===== config.mk =====
export PLATFORM = sky130hd
export DESIGN_NAME = cpr_core
export DESIGN_NICKNAME = d
export VERILOG_FILES = /design/src/rtl/cpr_pkg.sv /design/src/rtl/cpr_cfg_if.sv /design/src/rtl/cpr_core.sv /design/src/rtl/cpr_strap_capture.sv
export SDC_FILE = /design/constraint.sdc
export NUM_CORES = 1
export LEC_CHECK = 0
export BUFFER_PORTS_ARGS = -buffer_cell sky130_fd_sc_hd__buf_2
export CORE_MARGIN = 1
export CORE_UTILIZATION = 59
export DETAILED_ROUTE_END_ITERATION = 10
export MAX_ROUTING_LAYER = met4
export PLACE_DENSITY = 0.94
export REMOVE_ABC_BUFFERS = 1
export SYNTH_ARGS = -nofsm -noshare
export SYNTH_HDL_FRONTEND = slang
export SYNTH_SLANG_ARGS = --single-unit

===== constraint.sdc =====
create_clock -name clk_sys_i -period 3 [get_ports clk_sys_i]
set_clock_uncertainty 0.15 [all_clocks]
set_input_delay 0.3 -clock clk_sys_i [delete_from_list [all_inputs] [get_ports clk_sys_i]]
set_output_delay 0.3 -clock clk_sys_i [all_outputs]
set_load 0.005 [all_outputs]

===== src/rtl/cpr_pkg.sv =====
// constants and strap decoding for the core clock ratio configuration
`default_nettype none
package cpr_pkg;

	// ----------------------------------------------------------------
	// strap field and multiplier widths
	// ----------------------------------------------------------------
	localparam int STRAP_W = 6;
	localparam int MULT_W = 6;
	localparam int DFS_W = 2;

	// ----------------------------------------------------------------
	// special strap encodings
	// ----------------------------------------------------------------
	localparam logic [5:0] STRAP_BYPASS = 6'h0C;
	localparam logic [5:0] STRAP_OFF = 6'h3C;

	// multiplier in half steps: value 22 means 11x
	localparam logic [5:0] MULT_NONE = 6'h00;
	// below 5x the bus logic must hold off the address acknowledge
	localparam logic [5:0] MULT_ACK_LIMIT = 6'h0A;

	// frequency switching codes; shift applied to the core multiplier
	localparam logic [1:0] DFS_NONE = 2'h0;
	localparam logic [1:0] DFS_HALF = 2'h1;
	localparam logic [1:0] SHIFT_HALF = 2'h1;
	localparam logic [1:0] SHIFT_QUARTER = 2'h2;

	// reset values of the outputs
	localparam logic RST_FLAG = 1'b0;
	localparam logic [5:0] RST_MULT = 6'h00;

	// operating mode, one-hot
	typedef enum logic [3:0] {
		MODE_IDLE = 4'h1,
		MODE_PLL = 4'h2,
		MODE_BYPASS = 4'h4,
		MODE_OFF = 4'h8
	} cpr_mode_type;

	// ratio strap to core multiplier in half steps, zero when not a ratio
	function automatic logic [5:0] cpr_ratio_x2(input logic [5:0] strap);
		logic [5:0] m;
		m = MULT_NONE;
		unique case (strap)
			6'h26: m = 6'h16;
			6'h00: m = 6'h17;
			6'h2E: m = 6'h18;
			6'h3E: m = 6'h19;
			6'h16: m = 6'h1A;
			6'h38: m = 6'h1B;
			6'h32: m = 6'h1C;
			6'h06: m = 6'h1E;
			6'h36: m = 6'h20;
			6'h02: m = 6'h22;
			6'h0A: m = 6'h24;
			6'h0E: m = 6'h28;
			6'h12: m = 6'h2A;
			6'h1A: m = 6'h30;
			6'h3A: m = 6'h38;
			default: m = MULT_NONE;
		endcase
		return m;
	endfunction : cpr_ratio_x2

endpackage : cpr_pkg
`default_nettype wire


===== src/rtl/cpr_cfg_if.sv =====
// captured strap setting passed from the capture stage to the decoder
`default_nettype none
interface cpr_cfg_if;
	logic [5:0] strap;
	logic captured;
	modport src (output strap, output captured);
	modport dst (input strap, input captured);
endinterface : cpr_cfg_if
`default_nettype wire


===== src/rtl/cpr_core.sv =====
// core clock ratio configuration: strap decode, bypass and off modes
`default_nettype none
module cpr_core (
	// clock and reset
	input wire logic clk_sys_i,
	input wire logic rst_i,
	// strap pins and external qualifier
	input wire logic [5:0] ratio_strap_i,
	input wire logic bypass_qualifier_clock_i,
	// power management
	input wire logic [1:0] dynamic_freq_switching_i,
	// mode status
	output logic pll_enable_o,
	output logic bypass_o,
	output logic clocks_off_o,
	output logic strap_reserved_o,
	// ratio and clock enables
	output logic [5:0] core_mult_x2_o,
	output logic address_acknowledge_delay_o,
	output logic core_clk_en_o,
	output logic bus_clk_en_o
);

	cpr_cfg_if cfg ();

	cpr_strap_capture u_capture (
		.clk_sys_i(clk_sys_i),
		.rst_i(rst_i),
		.ratio_strap_i(ratio_strap_i),
		.cfg(cfg)
	);

	// ----------------------------------------------------------------
	// strap decode
	// ----------------------------------------------------------------
	// multiplier lookup is shared with the checks through the package
	wire [5:0] strap_mult_x2 = cpr_pkg::cpr_ratio_x2(cfg.strap);
	wire is_bypass = (cfg.strap == cpr_pkg::STRAP_BYPASS);
	wire is_off = (cfg.strap == cpr_pkg::STRAP_OFF);
	// an unlisted code is treated as off so nothing runs at a wild ratio
	wire is_reserved = !is_bypass && !is_off &&
		(strap_mult_x2 == cpr_pkg::MULT_NONE);

	// frequency switching lowers the core multiplier by a shift
	wire dfs_on = (dynamic_freq_switching_i != cpr_pkg::DFS_NONE);
	wire [1:0] dfs_shift = (dynamic_freq_switching_i == cpr_pkg::DFS_HALF)
		? cpr_pkg::SHIFT_HALF : cpr_pkg::SHIFT_QUARTER;
	wire [5:0] eff_mult_x2 = dfs_on ? (strap_mult_x2 >> dfs_shift)
		: strap_mult_x2;
	wire ack_delay = (eff_mult_x2 < cpr_pkg::MULT_ACK_LIMIT);

	// mode selection
	cpr_pkg::cpr_mode_type mode_ff;
	cpr_pkg::cpr_mode_type nxt_mode;
	assign nxt_mode = !cfg.captured ? cpr_pkg::MODE_IDLE
		: is_bypass ? cpr_pkg::MODE_BYPASS
		: (is_off || is_reserved) ? cpr_pkg::MODE_OFF
		: cpr_pkg::MODE_PLL;

	always_ff @(posedge clk_sys_i or posedge rst_i)
	begin
		if (rst_i)
		begin
			mode_ff <= cpr_pkg::MODE_IDLE;
		end
		else
		begin
			mode_ff <= nxt_mode;
		end
	end

	// ----------------------------------------------------------------
	// bypass bus divider
	// ----------------------------------------------------------------
	// qualifier is sampled as a synchronous input; its rising edge gives
	// the half-rate bus enable, so bus phase follows the board's qualifier
	logic qual_prev_ff;
	always_ff @(posedge clk_sys_i or posedge rst_i)
	begin
		if (rst_i)
		begin
			qual_prev_ff <= 1'b0;
		end
		else
		begin
			qual_prev_ff <= bypass_qualifier_clock_i;
		end
	end
	wire qual_rise = bypass_qualifier_clock_i && !qual_prev_ff;

	// ----------------------------------------------------------------
	// output registers
	// ----------------------------------------------------------------
	wire nxt_pll = (nxt_mode == cpr_pkg::MODE_PLL);
	wire nxt_byp = (nxt_mode == cpr_pkg::MODE_BYPASS);
	wire nxt_off = (nxt_mode == cpr_pkg::MODE_OFF);
	wire nxt_core_en = nxt_pll || nxt_byp;
	wire nxt_bus_en = nxt_pll || (nxt_byp && qual_rise);
	wire [5:0] nxt_mult = nxt_pll ? eff_mult_x2 : cpr_pkg::RST_MULT;

	always_ff @(posedge clk_sys_i or posedge rst_i)
	begin
		if (rst_i)
		begin
			pll_enable_o <= cpr_pkg::RST_FLAG;
			bypass_o <= cpr_pkg::RST_FLAG;
			clocks_off_o <= cpr_pkg::RST_FLAG;
			strap_reserved_o <= cpr_pkg::RST_FLAG;
			core_mult_x2_o <= cpr_pkg::RST_MULT;
			address_acknowledge_delay_o <= cpr_pkg::RST_FLAG;
			core_clk_en_o <= cpr_pkg::RST_FLAG;
			bus_clk_en_o <= cpr_pkg::RST_FLAG;
		end
		else
		begin
			pll_enable_o <= nxt_pll;
			bypass_o <= nxt_byp;
			clocks_off_o <= nxt_off;
			strap_reserved_o <= cfg.captured && is_reserved;
			core_mult_x2_o <= nxt_mult;
			address_acknowledge_delay_o <= nxt_pll && ack_delay;
			core_clk_en_o <= nxt_core_en;
			bus_clk_en_o <= nxt_bus_en;
		end
	end

	// ----------------------------------------------------------------
	// checks
	// ----------------------------------------------------------------
	chk_off_no_clock: assert property (
		@(posedge clk_sys_i) disable iff (rst_i)
		(mode_ff == cpr_pkg::MODE_OFF) |->
			!core_clk_en_o && !bus_clk_en_o && !pll_enable_o)
		else $error("clocking seen in off mode");

	chk_bypass_core_full: assert property (
		@(posedge clk_sys_i) disable iff (rst_i)
		(mode_ff == cpr_pkg::MODE_BYPASS) |->
			core_clk_en_o && !pll_enable_o && bypass_o)
		else $error("bypass core enable or loop state wrong");

	chk_bypass_bus_half: assert property (
		@(posedge clk_sys_i) disable iff (rst_i)
		(mode_ff == cpr_pkg::MODE_BYPASS) && $past(mode_ff ==
			cpr_pkg::MODE_BYPASS) && bus_clk_en_o |=> !bus_clk_en_o)
		else $error("bypass bus enable faster than half rate");

	chk_bypass_bus_qual: assert property (
		@(posedge clk_sys_i) disable iff (rst_i)
		(nxt_mode == cpr_pkg::MODE_BYPASS) && bypass_qualifier_clock_i &&
			!qual_prev_ff |=> bus_clk_en_o)
		else $error("bus enable missed qualifier edge");

	chk_ratio_range: assert property (
		@(posedge clk_sys_i) disable iff (rst_i)
		pll_enable_o && dynamic_freq_switching_i == cpr_pkg::DFS_NONE &&
			$stable(dynamic_freq_switching_i) |->
			core_mult_x2_o >= 6'h16 && core_mult_x2_o <= 6'h38 &&
			core_mult_x2_o == cpr_pkg::cpr_ratio_x2(cfg.strap))
		else $error("core multiplier out of the strap table");

	chk_dfs_altered: assert property (
		@(posedge clk_sys_i) disable iff (rst_i)
		$past(nxt_pll) && $past(dfs_on) |->
			core_mult_x2_o < $past(strap_mult_x2))
		else $error("multiplier not altered under frequency switching");

	chk_ack_delay_flag: assert property (
		@(posedge clk_sys_i) disable iff (rst_i)
		pll_enable_o |->
			address_acknowledge_delay_o ==
			(core_mult_x2_o < cpr_pkg::MULT_ACK_LIMIT))
		else $error("acknowledge delay flag disagrees with ratio");

	chk_reserved_off: assert property (
		@(posedge clk_sys_i) disable iff (rst_i)
		strap_reserved_o |-> clocks_off_o && !core_clk_en_o)
		else $error("reserved strap did not stop clocking");

	// nothing may run before the captured setting is marked as held
	chk_idle_outputs_quiet: assert property (
		@(posedge clk_sys_i) disable iff (rst_i)
		(mode_ff == cpr_pkg::MODE_IDLE) |->
			!core_clk_en_o && !bus_clk_en_o && !pll_enable_o &&
			!bypass_o && !clocks_off_o)
		else $error("clocking before the strap setting was held");

	// ratio mode keeps core and bus running and no other mode flag up
	chk_pll_bus_steady: assert property (
		@(posedge clk_sys_i) disable iff (rst_i)
		pll_enable_o |->
			core_clk_en_o && bus_clk_en_o && !bypass_o && !clocks_off_o)
		else $error("ratio mode enables or mode flags wrong");

	// without the loop there is no multiplier and no hold-off request
	chk_mult_zero_unlocked: assert property (
		@(posedge clk_sys_i) disable iff (rst_i)
		!pll_enable_o |->
			(core_mult_x2_o == cpr_pkg::RST_MULT) &&
			!address_acknowledge_delay_o)
		else $error("multiplier shown while the loop is off");

	// exactly one operating mode at a time
	chk_mode_one_hot: assert property (
		@(posedge clk_sys_i) disable iff (rst_i)
		$onehot(mode_ff))
		else $error("operating mode is not one-hot");

	// with switching idle the strap multiplier passes through unchanged
	chk_dfs_off_plain: assert property (
		@(posedge clk_sys_i) disable iff (rst_i)
		$past(nxt_pll) && !$past(dfs_on) |->
			core_mult_x2_o == $past(strap_mult_x2))
		else $error("multiplier altered without frequency switching");

endmodule : cpr_core
`default_nettype wire


===== src/rtl/cpr_strap_capture.sv =====
// samples the ratio strap during reset and holds it afterwards
`default_nettype none
module cpr_strap_capture (
	// clock and reset
	input wire logic clk_sys_i,
	input wire logic rst_i,
	// strap pins
	input wire logic [5:0] ratio_strap_i,
	// captured setting
	cpr_cfg_if.src cfg
);

	logic [5:0] strap_ff;
	logic captured_ff;

	// ----------------------------------------------------------------
	// capture
	// ----------------------------------------------------------------
	// no async reset here: the strap is a port, so it is loaded by clock
	always_ff @(posedge clk_sys_i)
	begin
		if (rst_i)
		begin
			strap_ff <= ratio_strap_i;
		end
	end

	// flags the setting as held from the first edge after release
	always_ff @(posedge clk_sys_i or posedge rst_i)
	begin
		if (rst_i)
		begin
			captured_ff <= 1'b0;
		end
		else
		begin
			captured_ff <= 1'b1;
		end
	end

	assign cfg.strap = strap_ff;
	assign cfg.captured = captured_ff;

	// ----------------------------------------------------------------
	// checks
	// ----------------------------------------------------------------
	chk_strap_held: assert property (
		@(posedge clk_sys_i) disable iff (rst_i)
		$past(captured_ff) |-> $stable(strap_ff))
		else $error("strap setting changed outside reset");

endmodule : cpr_strap_capture
`default_nettype wire


==> results of run 1 <==
per-stage QoR:
step                std cells   util  hold slack (ns)  total power, mW
floorplan                 130      -           0.0605            0.531
global placement          181  0.676            0.274            0.585
detailed placement        181  0.676            0.279            0.593
CTS                       186  0.692           0.0434            0.740
global route              186  0.692           0.0376            0.780
finish                    186  0.692           0.0531            0.743
synthesized netlist by cell type, types with 2 or more instances:
cell / number / area [um2]
o22ai_1: 3 / 18.8
nor3_1: 3 / 15.0
o32ai_1: 2 / 17.5
edfxtp_1: 6 / 180
o21a_1: 2 / 15.0
buf_4: 2 / 15.0
a21oi_1: 7 / 35.0
buf_6: 2 / 22.5
nor2_1: 17 / 63.8
o21ai_0: 5 / 25.0
nor4_1: 2 / 12.5
mux2_2: 2 / 22.5
nand2_1: 9 / 33.8
nand2b_1: 3 / 18.8
nand3_1: 2 / 10.0
dfxtp_1: 6 / 120
nand3b_1: 2 / 15.0
xnor2_1: 3 / 26.3
inv_1: 5 / 18.8
mux2i_1: 8 / 80.1
o211ai_1: 3 / 22.5
dfrtp_1: 15 / 375
clkbuf_1: 2 / 7.51
layout make-up:
cell class,count,area (um2)
Multi-Input combinational cell,98,664
Fill cell,161,687
Inverter,5,18.8
Clock inverter,1,5.00
Timing Repair Buffer,24,125
Tap cell,28,35.0
Sequential cell,27,676
Clock buffer,3,22.5
worst max-delay path, delay by kind of cell (launching register included):
| kind | cells | cell delay (ns) |
|---|---|---|
| simple gates | 2 | 0.68 |
| flops | 1 | 0.50 |
| compound gates | 2 | 0.42 |
worst max-delay path by stage:
stage | depth (start not counted) | start | endpoint | slack (ns)
finish | 4 | u_capture.cfg.strap[1] | bus_clk_en_o | 1.11
global route | 4 | u_capture.cfg.strap[1] | bus_clk_en_o | 1.00
CTS | 4 | u_capture.cfg.strap[1] | bus_clk_en_o | 1.13
detailed placement | 5 | rst_i | strap_mult_x2[1] | 0.90
global placement | 5 | rst_i | strap_mult_x2[1] | 0.97
floorplan | 4 | u_capture.cfg.strap[2] | address_acknowledge_delay_o | 1.40
layer usage:
metal  global-route usage  up-vias
li1                     -      539
met1                0.320      537
met2                0.406       28
met3               0.0268        5
met4               0.0741        0
met5                    -        -
report_power, final:
group          switching [mW]  leakage, nW  internal (mW)
Sequential             0.0261        0.306          0.406
Combinational          0.0889        0.366         0.0675
Clock                   0.105       0.0177         0.0500
state kept, by name, indices dropped and copies added, names as in the netlist:
name and cells:
u_capture.cfg.captured 1, strap_reserved_o 1, clocks_off_o 1, pll_enable_o 1, core_clk_en_o 1, core_mult_x2_o 6
strap_mult_x2 6, bypass_o 1, qual_prev_ff 1, bus_clk_en_o 1, address_acknowledge_delay_o 1, u_capture.cfg.strap 6
cell families (layout without fill, tap and decap cells):
kind of cell | count (synthesis) | in the layout
buffers and inverters | 13 | 33
muxes | 12 | 12
and+or+nand+nor | 47 | 47
xor gates and xnor gates | 4 | 4
other | 1 | 1
DFF | 27 | 27
AOI/OAI and AO/OA | 34 | 34
timing repair:
item | 4_1_cts | 5_1_grt
hold buffers | 1 | 0
hold endpoints to repair | 1 | 0
gates resized for setup | 0 | 0
==> impl_metrics.yaml, run 1 <==
setup_path:
  r2r_slack_ns: 1.11
  worstPathArrival_ns: 1.92
  max_stage_delay_ns: 0.50
  cp_cell_sequence: "nand4bb_1 > o21ai_1 > nand2b_1 > o21ai_0"
  setup.worst_path.start_class: "register"
  reg2reg_depth: 4
  worst_ep_required_time_ns: 3.03
  critical_path.slowest_cell: "edfxtp_1"
  timing.rr.end: "bus_clk_en_o"
  reg2reg_from: "u_capture.cfg.strap[1]"
  crit_path_end_kind: "register"
  criticalPathCategory: "reg -> reg"
  path_max_fanout: 10
layout:
  layout.nets: 170
  area_growth_pct: 9.38
  final_common_cell: "buf_2"
  drive_gt1_frac: 0.215
  layout_common_cells: "23 x buf_2, 17 x nor2_1, 15 x dfrtp_1, 9 x nand2_1, 8 x mux2i_1"
  diodes: 0
  design_area_um2: 1550
logic_synthesis:
  async_reset_ff_frac: 0.556
  syn_area_um2: 1410
  ys.flop_type: "dfrtp_1"
  yosys.area_share.simple: 0.169
  syn-instance-count: 138
  synth_compound_area_frac: 0.175
  yosysSeqAreaShare: 0.478
  synthXorXnorAreaFrac: 0.0248
  ys_ff_latch: 27
  synth_mux_area_frac: 0.0982
  synth_warnings: 0
  synth_fa_ha_area_frac: 0
  synth-edff-count: 6
  syn_area_per_cell_um2: 10.2
  ys_types: 50
  synth_top_family_by_area: "compound AO/OA/AOI/OAI gates"
drt:
  drcViolationCount: 0
  drtPass1Iterations: 4
  wl_per_cell_um: 14.9
  vias_per_cell: 5.96
  wl_met1_mm: 1.24
  finalWirelength_mm: 2.77
  topRoutingLayerUsed: "met4"
  postRouteAntennaNets: 0
  wl_met2_mm: 1.40
  num_vias: 1109
  met3WireLength_um: 80
  drt_iter0_markers: 26
clock_tree:
  cts-htree-levels: 1
  clk_path_buf_depth: 2
  cts_tree: "built"
  ctsRootBufferMaster: "clkbuf_4"
  cts_sinks: 27
  insertion_delay_ns: 0.32
  cts_buffers: 3
  post_cts_buffers: 0
  cts.clk_slew.worst_paths_ns: 0.13
sta:
  worstMarginPinSlew_ns: 0.569
  fin_tns_setup_ns: 0
  max_freq_mhz: 528
  rsz0062_at_grt: "no"
  setup_slack_ns: 1.11
  fin_crit_ns: 1.89
  relSlewSlack: 0.621
  drv_slew: 0
  setup_viol: 0
  finalHoldViolations: 0
  period_share: 0.631
min_path:
  hold_end: "u_capture.cfg.strap[3]"
  min_from: "ratio_strap_i[3]"
  min_path_type: "in -> reg"
  hold_depth: 1
global_route:
  grtUsageTotal: 0.246
  grt_max_degree: 24
  grt_remaining_overflow: 0
  grt_pass1_vias: 1033
  grt_antenna_before_repair: 0
  grt_pass1_wl_mm: 4.68
floorplanning:
  ios: 24
  die-height_um: 51.0
  core_um2: 2230
  die_x_um: 51.0
  start_util: 0.633
  row_count: 17
  dieArea_um2: 2600
pwr:
  power.leakage_nw: 0.690
  peakVddDrop_uv: 324
  power.density_nw_per_um2: 481
placement:
  gp_congestion: 0.927
  place_area_um2: 1510
  dp_hpwl_mm: 2.08
  port_buffers: 23
  dp_slack_ns: 0.898
status:
  status: "complete, no violations"
flow_run:
  maxCapViolCount: 0
Note: power is estimated with default switching activity, not from simulation.
==> run 2, diff against run 1 <==
ABC_AREA = 1   (was not set)
CORE_UTILIZATION = 54   (was 59)
PLACE_DENSITY = 0.88   (was 0.94)
clock period = 1.9 ns   (was 3 ns; I/O delays follow)
==> impl_metrics.yaml, run 2 <==
clock_tree:
  insertion_delay_ns: 0.31
  cts_tree: "built"
  cts-htree-levels: 1
  cts.clk_slew.worst_paths_ns: 0.13
  cts_sinks: 27
  cts_buffers: 3
  post_cts_buffers: 0
  clk_path_buf_depth: 2
  ctsRootBufferMaster: "clkbuf_4"
drt:
  postRouteAntennaNets: 0
  drcViolationCount: 0
  drtPass1Iterations: 4
  drt_iter0_markers: 47
  num_vias: 1199
  finalWirelength_mm: 2.73
  wl_per_cell_um: 12.0
  vias_per_cell: 5.28
sta:
  fin_tns_setup_ns: 0
  finalHoldViolations: 0
  setup_slack_ns: 0.0517
  max_freq_mhz: 541
  rsz0062_at_grt: "no"
  fin_crit_ns: 1.85
  setup_viol: 0
  period_share: 0.973
  whs_ns: 0.0694
  drv_slew: 0
logic_synthesis:
  yosysSeqAreaShare: 0.484
  async_reset_ff_frac: 0.556
  ys_ff_latch: 27
  yosysTopAreaCell: "dfrtp_1"
  ys.flop_type: "dfrtp_1"
  synth_warnings: 0
  yosysTopAreaCellShare: 0.269
  syn_area_per_cell_um2: 8.56
  ys_top_cells_by_area: "dfrtp_1 27%, edfxtp_1 13%, nand2_1 9.4%"
  synth_top_family_by_area: "simple AND/OR/NAND/NOR gates"
  synth_mux_area_frac: 0
  synth_fa_ha_area_frac: 0
  yosysMostFrequentCell: "nand2_1"
  yosys.area_share.simple: 0.338
  synth-edff-count: 6
  syn_area_um2: 1400
  synth_compound_area_frac: 0.0870
  syn-instance-count: 163
  ys_types: 30
  synthXorXnorAreaFrac: 0
  yosys-top-cells-count: "35 x nand2_1, 24 x inv_1, 15 x dfrtp_1"
flow_run:
  maxCapViolCount: 0
global_route:
  met2_usage: 0.418
  grt_antenna_before_repair: 0
  grtUsageMet1: 0.266
  grt_pass1_wl_mm: 4.64
  grt_pass1_vias: 1153
  grtUsageMet3: 0.0290
  grt_remaining_overflow: 0
  grt_max_degree: 23
  grtUsageTotal: 0.234
  grt_busiest_layer: "met2"
floorplanning:
  core_um2: 2450
  die_x_um: 52.8
  die-height_um: 52.8
  start_util: 0.568
  ios: 24
  row_count: 18
  dieArea_um2: 2790
setup_path:
  crit_path_end_kind: "register"
  r2r_slack_ns: 0.39
  cp_cell_sequence: "dlygate4sd3_1 > buf_2 > inv_8 > nand2_2 > nand2_4 > inv_4 > nand2_2 > o21ai_0 > nand2_1 > nand2_1"
  critical_path.slowest_cell: "dlygate4sd3_1"
  max_stage_delay_ns: 0.52
  critPathTopFamily: "buffers and inverters"
  path_buf_inv: 4
  worstPathArrival_ns: 1.97
  worst_ep_required_time_ns: 2.02
  path_max_fanout: 22
  setup.worst_path.start_class: "input port"
  criticalPathCategory: "in -> reg"
placement:
  post-place-cells: 215
  dp_slack_ns: 0.327
  port_buffers: 23
  dp_hpwl_mm: 2.10
  gp_congestion: 0.960
layout:
  area_growth_pct: 17.8
  layout_common_cells: "35 x nand2_1, 24 x inv_1, 23 x buf_2, 15 x dfrtp_1, 12 x nor2_1"
  drive_gt1_frac: 0.264
  final_common_cell: "nand2_1"
  diodes: 0
  instances_no_fill: 227
  layout.nets: 209
status:
  status: "complete, no violations"
pwr:
  power.leakage_nw: 0.846
  power.density_nw_per_um2: 718
  total_power_mw: 1.18
  peakVddDrop_uv: 446
min_path:
  min_path_type: "in -> reg"
run 2: cell types whose count changed after synthesis, sizes merged, moves of 3 or more:
| cell | before | now |
|---|---|---|
| clkbuf | 3 | 0 |
| inv | 5 | 27 |
| nand4 | 0 | 8 |
| o21ai | 6 | 10 |
| nand3 | 2 | 10 |
| nand2b | 3 | 0 |
| nand2 | 9 | 49 |
| buf | 5 | 1 |
| mux2i | 10 | 0 |
| xnor2 | 3 | 0 |
run 2: report_power, final:
| part | leakage, nW | total, mW | internal [mW] | switching [mW] |
|---|---|---|---|---|
| Sequential | 0.306 | 0.663 | 0.643 | 0.0201 |
| Combinational | 0.525 | 0.278 | 0.102 | 0.176 |
| Clock | 0.0150 | 0.239 | 0.0820 | 0.157 |
run 2: layout make-up:
cell class | count | area [um2]
Fill cell | 186 | 812
Inverter | 27 | 111
Tap cell | 30 | 37.5
Multi-Input combinational cell | 108 | 597
Sequential cell | 27 | 676
Timing Repair Buffer | 31 | 195
Clock buffer | 4 | 26.3
run 2: repair_timing:
action | in CTS | in global routing
hold buffers | 8 | 0
gates resized for setup | 0 | 0
endpoints found under the setup margin | 0 | 0
endpoints found under the hold margin | 23 | 0
run 2: path summary, 6_finish.rpt:
path | from | to | depth (start not counted)
hold / removal | dynamic_freq_switching_i[0] | core_mult_x2_o[5] | 4
setup reg to reg | u_capture.cfg.strap[1] | address_acknowledge_delay_o | 6
max in group asynchronous | rst_i | address_acknowledge_delay_o | 3
min in group asynchronous | rst_i | core_mult_x2_o[4] | 3
hold reg to reg | qual_prev_ff | bus_clk_en_o | 2
setup / recovery | rst_i | strap_mult_x2[3] | 10
run 2: per-stage QoR:
stage	instance area, um2	util
after floorplan	1380	-
after global placement	1540	0.626
after detailed placement	1540	0.626
after CTS	1640	0.669
after global routing	1640	0.669
final	1640	0.669
run 2: worst register-to-register path, stage by stage, from the launching register on:
cell,delay [ns]
edfxtp_1,0.45
nor2_1,0.15
nand4_1,0.22
nand4_2,0.25
inv_1,0.08
nand2_1,0.07
nor2_1,0.05
run 2: routing by layer:
metal  part of all wire  up-vias
met2               0.52       49
met4              0.017        0
met1               0.41      548
met3              0.053        8
met5                  0        -
li1                   -      594
run 2: kinds of logic after synthesis:
group,Yosys count
AO/OA/AOI/OAI,20
buffers and inverters,28
flip-flops,27
other,1
AND/OR/NAND/NOR,87
==> run 3, diff against run 2 <==
ABC_AREA = 0   (was 1)
CORE_UTILIZATION = 55   (was 54)
GPL_TIMING_DRIVEN = 0   (was not set)
PLACE_DENSITY = 0.89   (was 0.88)
==> impl_metrics.yaml, run 3 (synthesis results as in run 1) <==
layout:
  diodes: 0
  multiInputGateArea_um2: 667
  layout_common_cells: "23 x buf_2, 17 x nor2_1, 15 x dfrtp_1, 9 x nand2_1, 9 x dlygate4sd3_1"
  drive_gt1_frac: 0.226
  nFillCells: 183
  register_area_um2: 676
  final_common_cell: "buf_2"
  layout.nets: 180
  design_area_um2: 1650
  area_growth_pct: 16.8
  final_util: 0.673
floorplanning:
  row_count: 18
  die-height_um: 52.7
  core_um2: 2450
  ios: 24
  start_util: 0.576
  die_x_um: 52.7
  dieArea_um2: 2780
drt:
  drcViolationCount: 2
  drtPass1Iterations: 7
  num_vias: 1151
  drt_iter0_markers: 65
  finalWirelength_mm: 2.96
  wl_per_cell_um: 15.0
  postRouteAntennaNets: 0
  vias_per_cell: 5.81
setup_path:
  max_stage_delay_ns: 0.57
  critical_path.slowest_cell: "edfxtp_1"
  setup.worst_path.start_class: "register"
  criticalPathCategory: "reg -> reg"
  cp_cell_sequence: "nand4bb_1 > o21ai_1 > nand2b_2 > a2111oi_4"
  critPathTopFamily: "flip-flops"
  path_max_fanout: 10
  worst_ep_required_time_ns: 1.99
  path_buf_inv: 0
  worstPathArrival_ns: 1.87
  crit_path_end_kind: "register"
clock_tree:
  cts_sinks: 27
  cts.clk_slew.worst_paths_ns: 0.15
  ctsRootBufferMaster: "clkbuf_4"
  cts-htree-levels: 1
  cts_buffers: 3
  insertion_delay_ns: 0.33
  cts_tree: "built"
  clk_path_buf_depth: 2
global_route:
  grt_pass1_vias: 1043
  grt_max_degree: 24
  grt_remaining_overflow: 0
  grt_pass1_wl_mm: 4.44
  grt_antenna_before_repair: 0
  grtUsageTotal: 0.225
pwr:
  peakVddDrop_uv: 521
  power.leakage_nw: 0.729
  power.density_nw_per_um2: 731
placement:
  place_area_um2: 1510
  dp_hpwl_mm: 1.96
  gp_congestion: 0.911
  port_buffers: 23
sta:
  relSlewSlack: 0.643
  period_share: 0.935
  rsz0062_at_grt: "no"
  drv_slew: 0
  finalHoldViolations: 0
  worstMarginPinSlew_ns: 0.531
  setup_viol: 0
  max_freq_mhz: 563
  fin_crit_ns: 1.78
status:
  status: "finished, violations left"
  violations: "design-rule violations"
flow_run:
  maxCapViolCount: 0
min_path:
  min_path_type: "in -> reg"
[run 3: cell types whose count changed in the layout (fill, tap and decap cells not counted), sizes merged, moves of 3 or more]
| cell | before | now |
|---|---|---|
| inv | 27 | 5 |
| mux2i | 0 | 10 |
| nand2 | 49 | 9 |
| nand2b | 0 | 3 |
| nand3 | 10 | 2 |
| nand4 | 8 | 0 |
| o21ai | 10 | 6 |
| xnor2 | 0 | 3 |
[run 3: metrics by stage]
step                      worst slack [ns]  instances  power, mW  TNS (ns)  hold WS (ns)
after floorplan                      0.302        130      0.838         0       -0.0495
after global placement              -0.153        183      0.923    -0.332         0.163
after detailed placement            -0.233        183      0.933    -0.530         0.171
after CTS                           0.0547        193       1.19         0       0.00150
after global routing                0.0403        198       1.27         0       0.00482
final                                0.124        198       1.21         0      0.000720
[run 3: path summary, 6_finish.rpt]
kind / start / to / depth (start not counted) / slack, ns
worst min-delay path: ratio_strap_i[2] / u_capture.cfg.strap[2] / 1 / 0.0007
min in group asynchronous: rst_i / address_acknowledge_delay_o / 4 / 0.51
max in group asynchronous: rst_i / core_mult_x2_o[4] / 4 / 0.89
worst max-delay path: u_capture.cfg.strap[2] / address_acknowledge_delay_o / 4 / 0.12
worst min register to register: qual_prev_ff / bus_clk_en_o / 2 / 0.38
worst max register to register: u_capture.cfg.strap[2] / address_acknowledge_delay_o / 4 / 0.12
[run 3: power by group]
part | total, mW | internal, mW | switching, mW
logic | 0.265 | 0.121 | 0.144
clock network | 0.260 | 0.0823 | 0.178
registers | 0.683 | 0.641 | 0.0419
total | 1.21 | 0.844 | 0.363
[run 3: final cells by class]
class	count	share of cell area
timing repair buffer	34	0.133
sequential	27	0.409
inverter	5	0.0136
tap	30	0.0227
multi-input combinational	98	0.404
clock inverter	1	0.00379
clock buffer	3	0.0136
[run 3: what timing repair did]
item	4_1_cts	5_1_grt
setup buffers	0	2
gates resized for setup	0	2
hold buffers	6	3
endpoints found under the hold margin	7	2
setup endpoints to repair	0	5
[run 3: per-layer routing]
layer	global-route usage	wire length, um	up-vias
li1	-	-	558
met1	0.270	1270	547
met2	0.378	1510	43
met3	0.0493	164	3
met4	0.0614	12	0
met5	-	0	-
